[src/verilog/mode_seq_defines.vh]
`ifndef MODE_SEQ_DEFINES_VH
`define MODE_SEQ_DEFINES_VH

// ==========================================================================
// register byte offsets
`define REG_CTRL        8'h00
`define REG_STATUS      8'h04
`define REG_BPCOUNT     8'h08
`define REG_TIMER       8'h0c
`define REG_RTC         8'h10
`define REG_CYCLES      8'h14

// ==========================================================================
// control fields, write one to act; the bp arm bit takes the value written
`define CTRL_START      0
`define CTRL_STOP       1
`define CTRL_STEP       2
`define CTRL_RESUME     3
`define CTRL_BP_ARM     4

// ==========================================================================
// status fields
`define ST_MODE_LO      0
`define ST_MODE_HI      1
`define ST_INHIBIT      2
`define ST_RUN_IND      3
`define ST_STOP_IND     4
`define ST_BLINK_MIN    5
`define ST_STEP_REF     6
`define ST_BP_ARM       7
`define ST_REGS_VIS     8
`define ST_PHASE_LO     9
`define ST_PHASE_HI     10

// ==========================================================================
// modes and run phases
`define MODE_STOP       2'h0
`define MODE_STARTUP    2'h1
`define MODE_RUN        2'h2
`define MODE_HOLD       2'h3
`define PH_CLR_OUT      2'h0
`define PH_READ         2'h1
`define PH_MAIN         2'h2
`define PH_WRITE        2'h3

// ==========================================================================
// reset values, limits and timing
`define CTRL_RESET      32'h0000_0000
`define BP_MAX          2'h3
`define BP_STEP_MAX     2'h2
`define CLK_HZ          20000000
`define STARTUP_BLINK_MS 3000
`define BLINK_HALF_MS   250
`define STARTUP_BLINK_CYC (`STARTUP_BLINK_MS * (`CLK_HZ / 1000))
`define BLINK_HALF_CYC  (`BLINK_HALF_MS * (`CLK_HZ / 1000))

`endif

[src/verilog/plc_operating_mode_sequencer.v]
// Overview of operation
// - exactly one of stop, start-up, run, hold is active at once
// - stop runs no program, run indicator off once the blink window ends, stop indicator on
// - entering stop keeps counters, timers, flags and images untouched
// - stop asserts output inhibit, disabling all digital outputs
// - leaving stop enters start-up and calls the start-up handler
// - the start-up handler has no execution-time supervision
// - start-up keeps output inhibit asserted and stop indicator off
// - run indicator blinks at least 3 s from handler start, even into stop
// - start-up handler completion switches mode to run
// - run repeats main cycle block; interrupt sections may be inserted
// - run keeps timers and counters going, image refreshed each cycle
// - run releases inhibit, run indicator steady once the blink window ends, stop indicator off
// - up to three breakpoints, set and cleared by the station
// - reaching an armed breakpoint in run enters hold, registers shown
// - hold accepts single-step or resume; resume runs to next breakpoint
// - hold blinks run indicator and keeps stop indicator on
// - hold halts all code execution at every priority level
// - hold freezes program timers while the real-time clock counts
// - hold asserts output inhibit, communication connections stay up
// - with more than two breakpoints single-step is refused
// - breakpoints usable any time, no separate test mode needed
// - start clears input image, calls handler, then clears outputs in the cycle inhibit releases
// - each run cycle reads inputs, runs main block, writes outputs
//
// Chosen here: the APB slave port and the register offsets.
`timescale 1ns/100ps
`include "mode_seq_defines.vh"

module plc_operating_mode_sequencer #(
    parameter [31:0] STARTUP_BLINK_CYC = `STARTUP_BLINK_CYC,
    parameter [31:0] BLINK_HALF_CYC    = `BLINK_HALF_CYC
) (
    input  wire        pclk,
    input  wire        presetn,
    input  wire        psel,
    input  wire        penable,
    input  wire        pwrite,
    input  wire [31:0] paddr,
    input  wire [31:0] pwdata,
    output reg  [31:0] prdata,
    output reg         pready,
    output reg         pslverr,
    input  wire        startup_done,
    input  wire        main_done,
    input  wire        bp_reached,
    input  wire        stmt_done,
    input  wire        error_detect,
    output reg         startup_handler_call_q,
    output reg         main_cycle_run_q,
    output reg         step_grant_q,
    output reg         clr_input_image_q,
    output reg         clr_output_image_q,
    output reg         read_input_image_q,
    output reg         write_output_image_q,
    output reg         timers_run_q,
    output reg         regs_visible_q,
    output reg         output_inhibit_q,
    output reg         run_indicator_q,
    output reg         stop_indicator_q,
    output reg  [1:0]  mode_q
);

    // ======================================================================
    // decoding helpers
    function is_reg;
        input [31:0] a;
        begin
            is_reg = (a[31:5] == 27'h0) && (a[1:0] == 2'h0) &&
                     (a[4:2] <= 3'h5);
        end
    endfunction

    // ======================================================================
    // state
    reg  [1:0]  mode_d;
    reg  [1:0]  phase_q;
    reg  [1:0]  phase_d;
    reg  [1:0]  bp_count_q;
    reg         bp_arm_q;
    reg         step_ref_q;
    reg         step_busy_q;
    reg  [31:0] timer_q;
    reg  [31:0] rtc_q;
    reg  [31:0] cycles_q;
    reg         startup_kick;
    reg         step_take;
    reg         step_refuse;
    reg         cycle_end;
    wire        blink;
    wire        blink_min;
    wire        wr_acc;
    wire [7:0]  waddr;
    wire        start_req;
    wire        stop_req;
    wire        step_req;
    wire        resume_req;
    wire        ref_clear;
    wire [31:0] status_word;

    assign wr_acc     = psel && penable && pwrite && pready &&
                        is_reg(paddr);
    assign waddr      = paddr[7:0];
    assign start_req  = wr_acc && (waddr == `REG_CTRL) &&
                        pwdata[`CTRL_START];
    assign stop_req   = wr_acc && (waddr == `REG_CTRL) &&
                        pwdata[`CTRL_STOP];
    assign step_req   = wr_acc && (waddr == `REG_CTRL) &&
                        pwdata[`CTRL_STEP];
    assign resume_req = wr_acc && (waddr == `REG_CTRL) &&
                        pwdata[`CTRL_RESUME];
    assign ref_clear  = wr_acc && (waddr == `REG_STATUS) &&
                        pwdata[`ST_STEP_REF];

    assign status_word = {21'h0, phase_q, regs_visible_q, bp_arm_q,
                          step_ref_q, blink_min, stop_indicator_q,
                          run_indicator_q, output_inhibit_q, mode_q};

    // ======================================================================
    // blink source
    indicator_blinker #(
        .MIN_CYC  (STARTUP_BLINK_CYC),
        .HALF_CYC (BLINK_HALF_CYC)
    ) u_blink (
        .pclk         (pclk),
        .presetn      (presetn),
        .start        (startup_kick),
        .blink_q      (blink),
        .min_active_q (blink_min)
    );

    // ======================================================================
    // mode and phase selection
    always @* begin
        mode_d       = mode_q;
        phase_d      = phase_q;
        startup_kick = 1'b0;
        step_take    = 1'b0;
        step_refuse  = 1'b0;
        cycle_end    = 1'b0;
        case (mode_q)
        `MODE_STOP: begin
            if (start_req) begin
                mode_d       = `MODE_STARTUP;
                startup_kick = 1'b1;
            end
        end
        `MODE_STARTUP: begin
            if (error_detect || stop_req) begin
                mode_d = `MODE_STOP;
            end else if (startup_done) begin
                mode_d  = `MODE_RUN;
                phase_d = `PH_CLR_OUT;
            end
        end
        `MODE_RUN: begin
            if (error_detect || stop_req) begin
                mode_d = `MODE_STOP;
            end else begin
                case (phase_q)
                `PH_CLR_OUT: phase_d = `PH_READ;
                `PH_READ:    phase_d = `PH_MAIN;
                `PH_MAIN: begin
                    if (bp_reached && bp_arm_q &&
                        (bp_count_q != 2'h0)) begin
                        mode_d = `MODE_HOLD;
                    end else if (main_done) begin
                        phase_d = `PH_WRITE;
                    end
                end
                `PH_WRITE: begin
                    phase_d   = `PH_READ;
                    cycle_end = 1'b1;
                end
                default:     phase_d = `PH_READ;
                endcase
            end
        end
        `MODE_HOLD: begin
            if (stop_req) begin
                mode_d = `MODE_STOP;
            end else if (resume_req) begin
                mode_d = `MODE_RUN;
            end else if (step_req && !step_busy_q) begin
                if (bp_count_q > `BP_STEP_MAX) begin
                    step_refuse = 1'b1;
                end else begin
                    step_take = 1'b1;
                end
            end
        end
        default: mode_d = `MODE_STOP;
        endcase
    end

    // ======================================================================
    // mode registers and sequencing outputs
    always @(posedge pclk or negedge presetn) begin
        if (!presetn) begin
            mode_q                 <= `MODE_STOP;
            phase_q                <= `PH_CLR_OUT;
            startup_handler_call_q <= 1'b0;
            main_cycle_run_q       <= 1'b0;
            step_grant_q           <= 1'b0;
            step_busy_q            <= 1'b0;
            clr_input_image_q      <= 1'b0;
            clr_output_image_q     <= 1'b0;
            read_input_image_q     <= 1'b0;
            write_output_image_q   <= 1'b0;
            timers_run_q           <= 1'b0;
            regs_visible_q         <= 1'b0;
            output_inhibit_q       <= 1'b1;
            run_indicator_q        <= 1'b0;
            stop_indicator_q       <= 1'b1;
            cycles_q               <= 32'h0000_0000;
        end else begin
            mode_q  <= mode_d;
            phase_q <= phase_d;
            // stop leaves images, timers and counters alone
            clr_input_image_q      <= startup_kick;
            startup_handler_call_q <= (mode_d == `MODE_STARTUP) &&
                                      !startup_kick;
            clr_output_image_q     <= (mode_q == `MODE_STARTUP) &&
                                      (mode_d == `MODE_RUN);
            read_input_image_q     <= (mode_d == `MODE_RUN) &&
                                      (phase_d == `PH_READ) &&
                                      (phase_q != `PH_READ);
            write_output_image_q   <= (mode_d == `MODE_RUN) &&
                                      (phase_d == `PH_WRITE);
            main_cycle_run_q       <= (mode_d == `MODE_RUN) &&
                                      (phase_d == `PH_MAIN);
            timers_run_q           <= (mode_d == `MODE_RUN);
            regs_visible_q         <= (mode_d == `MODE_HOLD);
            output_inhibit_q       <= (mode_d !=
                                      `MODE_RUN);
            stop_indicator_q       <= (mode_d == `MODE_STOP) ||
                                      (mode_d == `MODE_HOLD);
            step_grant_q           <= step_take;
            if (step_take) begin
                step_busy_q <= 1'b1;
            end else if (stmt_done || mode_d != `MODE_HOLD) begin
                step_busy_q <= 1'b0;
            end
            if (cycle_end) begin
                cycles_q <= cycles_q + 32'h0000_0001;
            end
            if (blink_min || startup_kick) begin
                run_indicator_q <= blink;
            end else begin
                case (mode_d)
                `MODE_STOP:    run_indicator_q <= 1'b0;
                `MODE_STARTUP: run_indicator_q <= blink;
                `MODE_RUN:     run_indicator_q <= 1'b1;
                `MODE_HOLD:    run_indicator_q <= blink;
                default:       run_indicator_q <= 1'b0;
                endcase
            end
        end
    end

    // ======================================================================
    // program timer and real-time clock
    always @(posedge pclk or negedge presetn) begin
        if (!presetn) begin
            timer_q <= 32'h0000_0000;
            rtc_q   <= 32'h0000_0000;
        end else begin
            rtc_q <= rtc_q + 32'h0000_0001;
            if (timers_run_q) begin
                timer_q <= timer_q + 32'h0000_0001;
            end
        end
    end

    // ======================================================================
    // breakpoint set-up and step refusal flag
    always @(posedge pclk or negedge presetn) begin
        if (!presetn) begin
            bp_count_q <= 2'h0;
            bp_arm_q   <= 1'b0;
            step_ref_q <= 1'b0;
        end else begin
            if (wr_acc && waddr == `REG_BPCOUNT) begin
                bp_count_q <= (pwdata[31:0] > {30'h0, `BP_MAX}) ?
                              `BP_MAX : pwdata[1:0];
            end
            if (wr_acc && waddr == `REG_CTRL) begin
                bp_arm_q <= pwdata[`CTRL_BP_ARM];
            end
            if (step_refuse) begin
                step_ref_q <= 1'b1;
            end else if (ref_clear) begin
                step_ref_q <= 1'b0;
            end
        end
    end

    // ======================================================================
    // apb slave, zero wait states, data latched in setup
    always @(posedge pclk or negedge presetn) begin
        if (!presetn) begin
            prdata  <= 32'h0000_0000;
            pready  <= 1'b0;
            pslverr <= 1'b0;
        end else begin
            pready <= 1'b1;
            if (psel && !penable) begin
                pslverr <= !is_reg(paddr);
                case (paddr[7:0])
                `REG_CTRL:    prdata <= {27'h0, bp_arm_q, 4'h0};
                `REG_STATUS:  prdata <= status_word;
                `REG_BPCOUNT: prdata <= {30'h0, bp_count_q};
                `REG_TIMER:   prdata <= timer_q;
                `REG_RTC:     prdata <= rtc_q;
                `REG_CYCLES:  prdata <= cycles_q;
                default:      prdata <= 32'h0000_0000;
                endcase
                if (!is_reg(paddr)) begin
                    prdata <= 32'h0000_0000;
                end
            end
        end
    end

endmodule // plc_operating_mode_sequencer

[src/verilog/indicator_blinker.v]
`timescale 1ns/100ps
`include "mode_seq_defines.vh"

// ==========================================================================
// blink phase and minimum start-up blink window
module indicator_blinker #(
    parameter [31:0] MIN_CYC  = `STARTUP_BLINK_CYC,
    parameter [31:0] HALF_CYC = `BLINK_HALF_CYC
) (
    input  wire        pclk,
    input  wire        presetn,
    input  wire        start,
    output reg         blink_q,
    output reg         min_active_q
);

    reg [31:0] min_cnt_q;
    reg [31:0] half_cnt_q;

    always @(posedge pclk or negedge presetn) begin
        if (!presetn) begin
            min_cnt_q    <= 32'h0000_0000;
            min_active_q <= 1'b0;
            half_cnt_q   <= 32'h0000_0000;
            blink_q      <= 1'b0;
        end else begin
            if (start) begin
                min_cnt_q    <= 32'h0000_0001;
                min_active_q <= 1'b1;
            end else if (min_active_q) begin
                if (min_cnt_q >= MIN_CYC) begin
                    min_active_q <= 1'b0;
                end else begin
                    min_cnt_q <= min_cnt_q + 32'h0000_0001;
                end
            end
            if (half_cnt_q >= HALF_CYC - 32'h0000_0001) begin
                half_cnt_q <= 32'h0000_0000;
                blink_q    <= ~blink_q;
            end else begin
                half_cnt_q <= half_cnt_q + 32'h0000_0001;
            end
        end
    end

endmodule // indicator_blinker

[config.mk]
export PLATFORM = sky130hd
export DESIGN_NAME = plc_operating_mode_sequencer
export DESIGN_NICKNAME = d
export VERILOG_FILES = /design/src/verilog/plc_operating_mode_sequencer.v /design/src/verilog/indicator_blinker.v
export VERILOG_INCLUDE_DIRS = /design/src /design/src/verilog
export SDC_FILE = /design/constraint.sdc
export NUM_CORES = 1
export LEC_CHECK = 0
export BUFFER_PORTS_ARGS = -buffer_cell sky130_fd_sc_hd__buf_2
export CAP_MARGIN = 20
export CORE_ASPECT_RATIO = 0.6
export CORE_UTILIZATION = 35
export DETAILED_ROUTE_END_ITERATION = 16
export MAX_ROUTING_LAYER = met4
export PLACE_DENSITY = 0.5
export SETUP_SLACK_MARGIN = 0.5
export SLEW_MARGIN = 15
export SYNTH_ARGS = -nofsm -noshare
export SYNTH_HDL_FRONTEND = slang
export SYNTH_HIERARCHICAL = 1
export SYNTH_SLANG_ARGS = --single-unit
[constraint.sdc]
create_clock -name pclk -period 4.5 [get_ports pclk]
set_clock_uncertainty 0.15 [all_clocks]
set_input_delay 0.675 -clock pclk [delete_from_list [all_inputs] [get_ports pclk]]
set_output_delay 0.675 -clock pclk [all_outputs]
set_load 0.01 [all_outputs]
== Yosys cells after proc, flatten, opt, wreduce, memory -nomap -nowiden ==
Cells that the tools add are included.

* Muxes and demuxes: 47
* Equal/unequal tests: 21
* Bitwise operators: 1
* Order comparisons: 5
* $add $sub $neg: 5
* Reductions and logical operators: 45

{| class="wikitable"
|+ Operators with widths
! cell !! count
|-
| $pmux W32 S6 || 1
|-
| $add A32 B1 Y32 const B || 5
|-
| $mux W32 || 5
|-
| $ge A32 B23 Y1 const B || 1
|-
| $ge A32 B26 Y1 const B || 1
|-
| $gt A32 B2 Y1 const B || 1
|-
| $mux W2 || 14
|-
| $logic_not A27 Y1 || 1
|-
| $logic_and A1 B1 Y1 || 24
|-
| $mux W1 || 23
|-
| $eq A2 B2 Y1 const B || 8
|-
| $eq A8 B4 Y1 const B || 2
|-
| $eq A8 B5 Y1 const B || 2
|-
| $eq A2 B1 Y1 const B || 4
|-
| $eq A8 B3 Y1 const B || 1
|-
| $logic_not A2 Y1 || 4
|-
| $logic_not A8 Y1 || 1
|-
| $pmux W2 S4 || 1
|-
| $reduce_bool A2 Y1 || 4
|-
| $ne A2 B2 Y1 const B || 3
|-
| $pmux W2 S3 || 1
|-
| $logic_not A1 Y1 || 4
|-
| $logic_or A1 B1 Y1 || 4
|-
| $pmux W2 S2 || 1
|-
| 7 further kinds || 8
|}

* Bits in registers: 217
* Word-level logic and storage cells: 152
* Output and inout port bits: 48

== Depth between registers and ports, before layout ==
* Word-level depth: 13
* Mapped depth: 11
* Mapped depth without buffers: 10

== Modules after synthesis ==
Netlist, hierarchy kept.

{| class="wikitable"
|+ By module, submodules not included
! module !! cells each !! instances !! sequential area each (um^2) !! area an instance (um^2)
|-
| plc_operating_mode_sequencer || 716 || 1 || 3781.1 || 7392.1
|-
| indicator_blinker || 313 || 1 || 1651.6 || 3134.3
|}

== Worst setup path after synthesis ==
OpenSTA, ideal clock, no wires.

* Path kind: input port to flip-flop
* Start: input paddr[5]
* End: register u_blink.min_cnt_q[14]
* Slack: 1.520 ns
* Stages: 7
* Buffers on the path: 2
* Arrival time: 2.711 ns
* Library setup time: 0.119 ns
* Required time: 4.231 ns
* Path through: or3_1 or4_1 nor4_4 and3_1 clkbuf_1 clkbuf_1 o21ba_2

* Cells in the longest elaborated chain, start to end: 10
* Elaborated cells between the ends (all ways): 13
* Classes of those cells: eq/ne (1); mux (3); reduce/logical (9)

{| class="wikitable"
|+ Ends and longest elaborated chain
! element !! line !! source
|-
| start, declared || plc_operating_mode_sequencer.v:39 || <nowiki>input wire [31:0] paddr,</nowiki>
|-
| $logic_not A27 Y1 || plc_operating_mode_sequencer.v:69 || <nowiki>is_reg = (a[31:5] == 27'h0) && (a[1:0] == 2'h0) &&</nowiki>
|-
| $logic_and A1 B1 Y1 (2 in series) || plc_operating_mode_sequencer.v:69 ||
|-
| $logic_and A1 B1 Y1 || plc_operating_mode_sequencer.v:101 || <nowiki>assign wr_acc = psel && penable && pwrite && pready &&</nowiki>
|-
| $logic_and A1 B1 Y1 * (2 in series) || plc_operating_mode_sequencer.v:104 || <nowiki>assign start_req = wr_acc && (waddr == `REG_CTRL) &&</nowiki>
|-
| $mux W1 * || plc_operating_mode_sequencer.v:143 || <nowiki>if (start_req) begin</nowiki>
|-
| $mux W1 * || plc_operating_mode_sequencer.v:141 || <nowiki>case (mode_q)</nowiki>
|-
| net startup_kick || plc_operating_mode_sequencer.v:86 || <nowiki>reg startup_kick;</nowiki>
|-
| $ne A2 B2 Y1 (no source line) or $reduce_bool A2 Y1 (tied branches) || n/a ||
|-
| $reduce_and A2 Y1 (no source line) || n/a ||
|-
| end signal, assigned || indicator_blinker.v:34 || <nowiki>min_cnt_q <= min_cnt_q + 32'h0000_0001;</nowiki>
|-
| end, declared || indicator_blinker.v:17 || <nowiki>reg [31:0] min_cnt_q;</nowiki>
|}

The timed path passes the listed nets; every way through them passes the cells marked *.
A chain may end at the register's enable or synchronous reset.

== Final worst setup path ==
* Start: register u_blink.min_cnt_q[21]
* End: register u_blink.min_cnt_q[17]

* Cells in the longest elaborated chain, start to end: 3

{| class="wikitable"
|+ Ends and longest elaborated chain
! element !! line !! source
|-
| $ge A32 B26 Y1 || indicator_blinker.v:31 || <nowiki>if (min_cnt_q >= MIN_CYC) begin</nowiki>
|-
| $ne A2 B2 Y1 (no source line) || n/a ||
|-
| $reduce_and A2 Y1 (no source line) || n/a ||
|}

No other way between the ends.

==> results.py <==
metrics = {
    "routing": {
        "wl_per_cell_um": 17.4,
        "vias": 8051,
        "dr.pass1.iters": 5,
        "viasPerCell": 5.12,
        "drtIter0Drc": 662,
        "ant_nets": 0,
        "drc": 0,
        "routed_wl_um": 27400,
    },
    "layout": {
        "nFillCells": 2822,
        "register_area_um2": 5430,
        "antenna-diode-count": 0,
        "layout-drive-gt1-share": 0.170,
        "area_growth_pct": 17.9,
        "fin_nets": 1248,
        "multiInputGateArea_um2": 4870,
    },
    "grt": {
        "grt.overflow.total": 0,
        "antenna_found_initial": 0,
        "grt_pass1_wl_um": 43600,
        "grt_max_degree": 108,
        "track_usage": 0.187,
        "grt_pass1_vias": 7453,
    },
    "synthesis": {
        "synth_warnings": 6,
        "syn_inst": 1029,
        "syn_area_per_cell_um2": 10.2,
        "ys_top_cells_by_area": "dfrtp_1 51%, xnor2_1 5.7%, xor2_1 4.2%, nand2_1 3.9%, nor2_1 2.6%",
        "yosysMostFrequentCell": "dfrtp_1",
        "synth-edff-count": 0,
        "yosys_most_used_dff": "dfrtp_1",
        "synthesis.area_um2": 10500,
        "async_reset_ff_frac": 1.00,
        "ys_types": 75,
        "synth_top_area_share": 0.511,
        "synth_common_cells": "215 x dfrtp_1, 108 x nand2_1, 74 x nor2_1, 68 x xnor2_1, 50 x xor2_1",
        "synth_largest_area_cell": "dfrtp_1",
        "ys_seq_elements": 217,
        "synth-seq-area-share": 0.516,
    },
    "sta": {
        "fin_hold_ws_ps": 268,
        "final-hold-violation-count": 0,
        "worst_pin_slew_ps": 1080,
        "fmax_ghz": 0.333,
        "setup_viol": 0,
        "maxSlewHeadroom": 0.283,
        "min_period_over_period": 0.667,
        "slew_violations": 0,
        "tns_ps": 0,
        "period_minus_slack_ps": 3000,
        "rsz0062_at_grt": "no",
    },
    "power": {
        "p_leak_nw": 5.70,
        "ir_worst_vdd_uv": 223,
        "power_mw": 4.11,
        "power_density_nw_per_um2": 331,
    },
    "clock_tree": {
        "cts_resized": 0,
        "ctsLongestPathBuffers": 3,
        "postCtsSetupBuffers": 0,
        "cts_tree": "done",
        "ctsHoldBuffers": 1,
        "cts_root_buf": "clkbuf_16",
        "cts-htree-levels": 1,
        "clock_sinks": 217,
        "worst_skew_pair.late_latency_ps": 520,
        "clkSlewWorstSetupHoldPaths_ps": 60,
        "cts_buffers": 23,
    },
    "worst_setup_path": {
        "critPathBufInv": 0,
        "cp_top_family": "simple AND/OR/NAND/NOR gates",
        "crit_chain": "or4_1 -> a2111oi_2 -> or4_1 -> nor4_1 -> o21ba_2",
        "startpoint_type": "flop",
        "cp_common_cell": "or4_1",
        "path_class": "reg -> reg",
        "crit_fanout": 20,
        "crit_slowest_cell": "a2111oi_2",
        "slowest_delay_ps": 720,
        "cp-end-kind": "flop",
        "crit_required_ps": 4760,
        "cp.arrival_ps": 3270,
    },
    "run_status": {
        "status": "completed",
    },
    "die": {
        "initial_core_util": 0.361,
        "die_w_um": 226,
        "num_rows": 48,
        "die_area_um2": 30800,
        "core_region_area_um2": 29100,
        "io_pins": 122,
        "die_h_um": 136,
    },
    "flow_run": {
        "drv_cap": 0,
    },
    "place": {
        "gp_congestion": 0.855,
        "io_buffers": 121,
        "dp_hpwl_um": 19400,
    },
    "worst_hold_path": {
        "hold_path_class": "in -> reg",
    },
}
## sequential cells by signal (all words and copies together) (netlist names), 2 cells and up
register	flops
bp_count_q	2
u_blink/half_cnt_q	32
mode_q	2
prdata	32
u_blink/min_cnt_q	32
timer_q	32
cycles_q	32
phase_q	2
rtc_q	32
## cell usage in the layout (no fill, tap or decap), types with 3 or more instances in the layout
master	netlist	final
nor4b_1	3	3
ha_1	17	17
o21ai_0	49	49
nand3_1	46	46
a21o_1	3	3
xnor2_1	68	68
clkbuf_1	26	3
bufinv_16	0	4
o31ai_1	7	7
and2_1	9	9
clkinv_2	0	4
or3_1	19	19
dfrtp_1	215	215
buf_4	2	7
a22o_1	28	28
nor2b_1	11	11
a221oi_1	11	11
mux2_2	10	10
xor2_1	50	50
nand2_1	108	108
clkbuf_16	0	23
clkbuf_8	0	4
inv_1	30	30
nor3_1	20	20
nand4_1	30	30
and4_1	9	9
nor4_1	32	32
conb_1	2	10
nand2b_1	6	6
or4_1	14	14
buf_2	6	120
nor2_1	74	73
a21oi_1	43	43
and3_1	26	26
## cells by family after synthesis
| family | Yosys count | share of synthesized area |
|---|---|---|
| simple gates | 429 | 0.218 |
| buf+inv | 65 | 0.0253 |
| fa+ha+maj | 17 | 0.0202 |
| mux | 11 | 0.0116 |
| xor+xnor | 118 | 0.0982 |
| other cells | 2 | 0.000713 |
| flops | 217 | 0.516 |
| compound gates | 170 | 0.110 |
## layer usage
layer  part of all wire  global-route usage  routed length, µm
met1               0.57               0.309              15600
met4              0.012              0.0306                337
met2               0.37               0.229              10200
met5                  0                   -                  0
met3              0.047              0.0307               1280
## area by class of cell
class / count / area share
Clock inverter: 10 / 0.0126
Clock buffer: 30 / 0.0517
Multi-Input combinational cell: 755 / 0.392
Tap cell: 400 / 0.0403
Inverter: 30 / 0.00908
Sequential cell: 217 / 0.438
Timing Repair Buffer: 130 / 0.0563
## per-stage QoR
stage | instances | util | worst slack, ps | area, µm²
2_1_floorplan | 1037 | - | 1520 | 10600
3_3_place_gp | 1531 | 0.398 | 1100 | 11600
3_5_place_dp | 1531 | 0.398 | 1040 | 11600
4_1_cts | 1572 | 0.426 | 1500 | 12400
5_1_grt | 1572 | 0.426 | 1280 | 12400
6_report | 1572 | 0.426 | 1500 | 12400
## power breakdown
part	leakage (nW)	switching, mW	internal (mW)
Sequential	2.82	0.00518	1.96
Clock	0.393	0.809	1.23
Combinational	2.48	0.0735	0.0344
## worst paths after layout
| kind | cells after the start | end | slack (ps) | startpoint |
|---|---|---|---|---|
| max in group asynchronous | 3 | rtc_q[17] | 2600 | presetn |
| hold reg to reg | 1 | cycles_q[31] | 320 | cycles_q[31] |
| min in group asynchronous | 2 | step_grant_q | 560 | presetn |
| setup reg to reg | 5 | u_blink/min_cnt_q[17] | 1500 | u_blink/min_cnt_q[21] |
| hold / removal | 2 | bp_arm_q | 270 | pwdata[4] |
| setup / recovery | 5 | u_blink/min_cnt_q[17] | 1500 | u_blink/min_cnt_q[21] |
No activity file was read; power rests on OpenSTA's default activity.
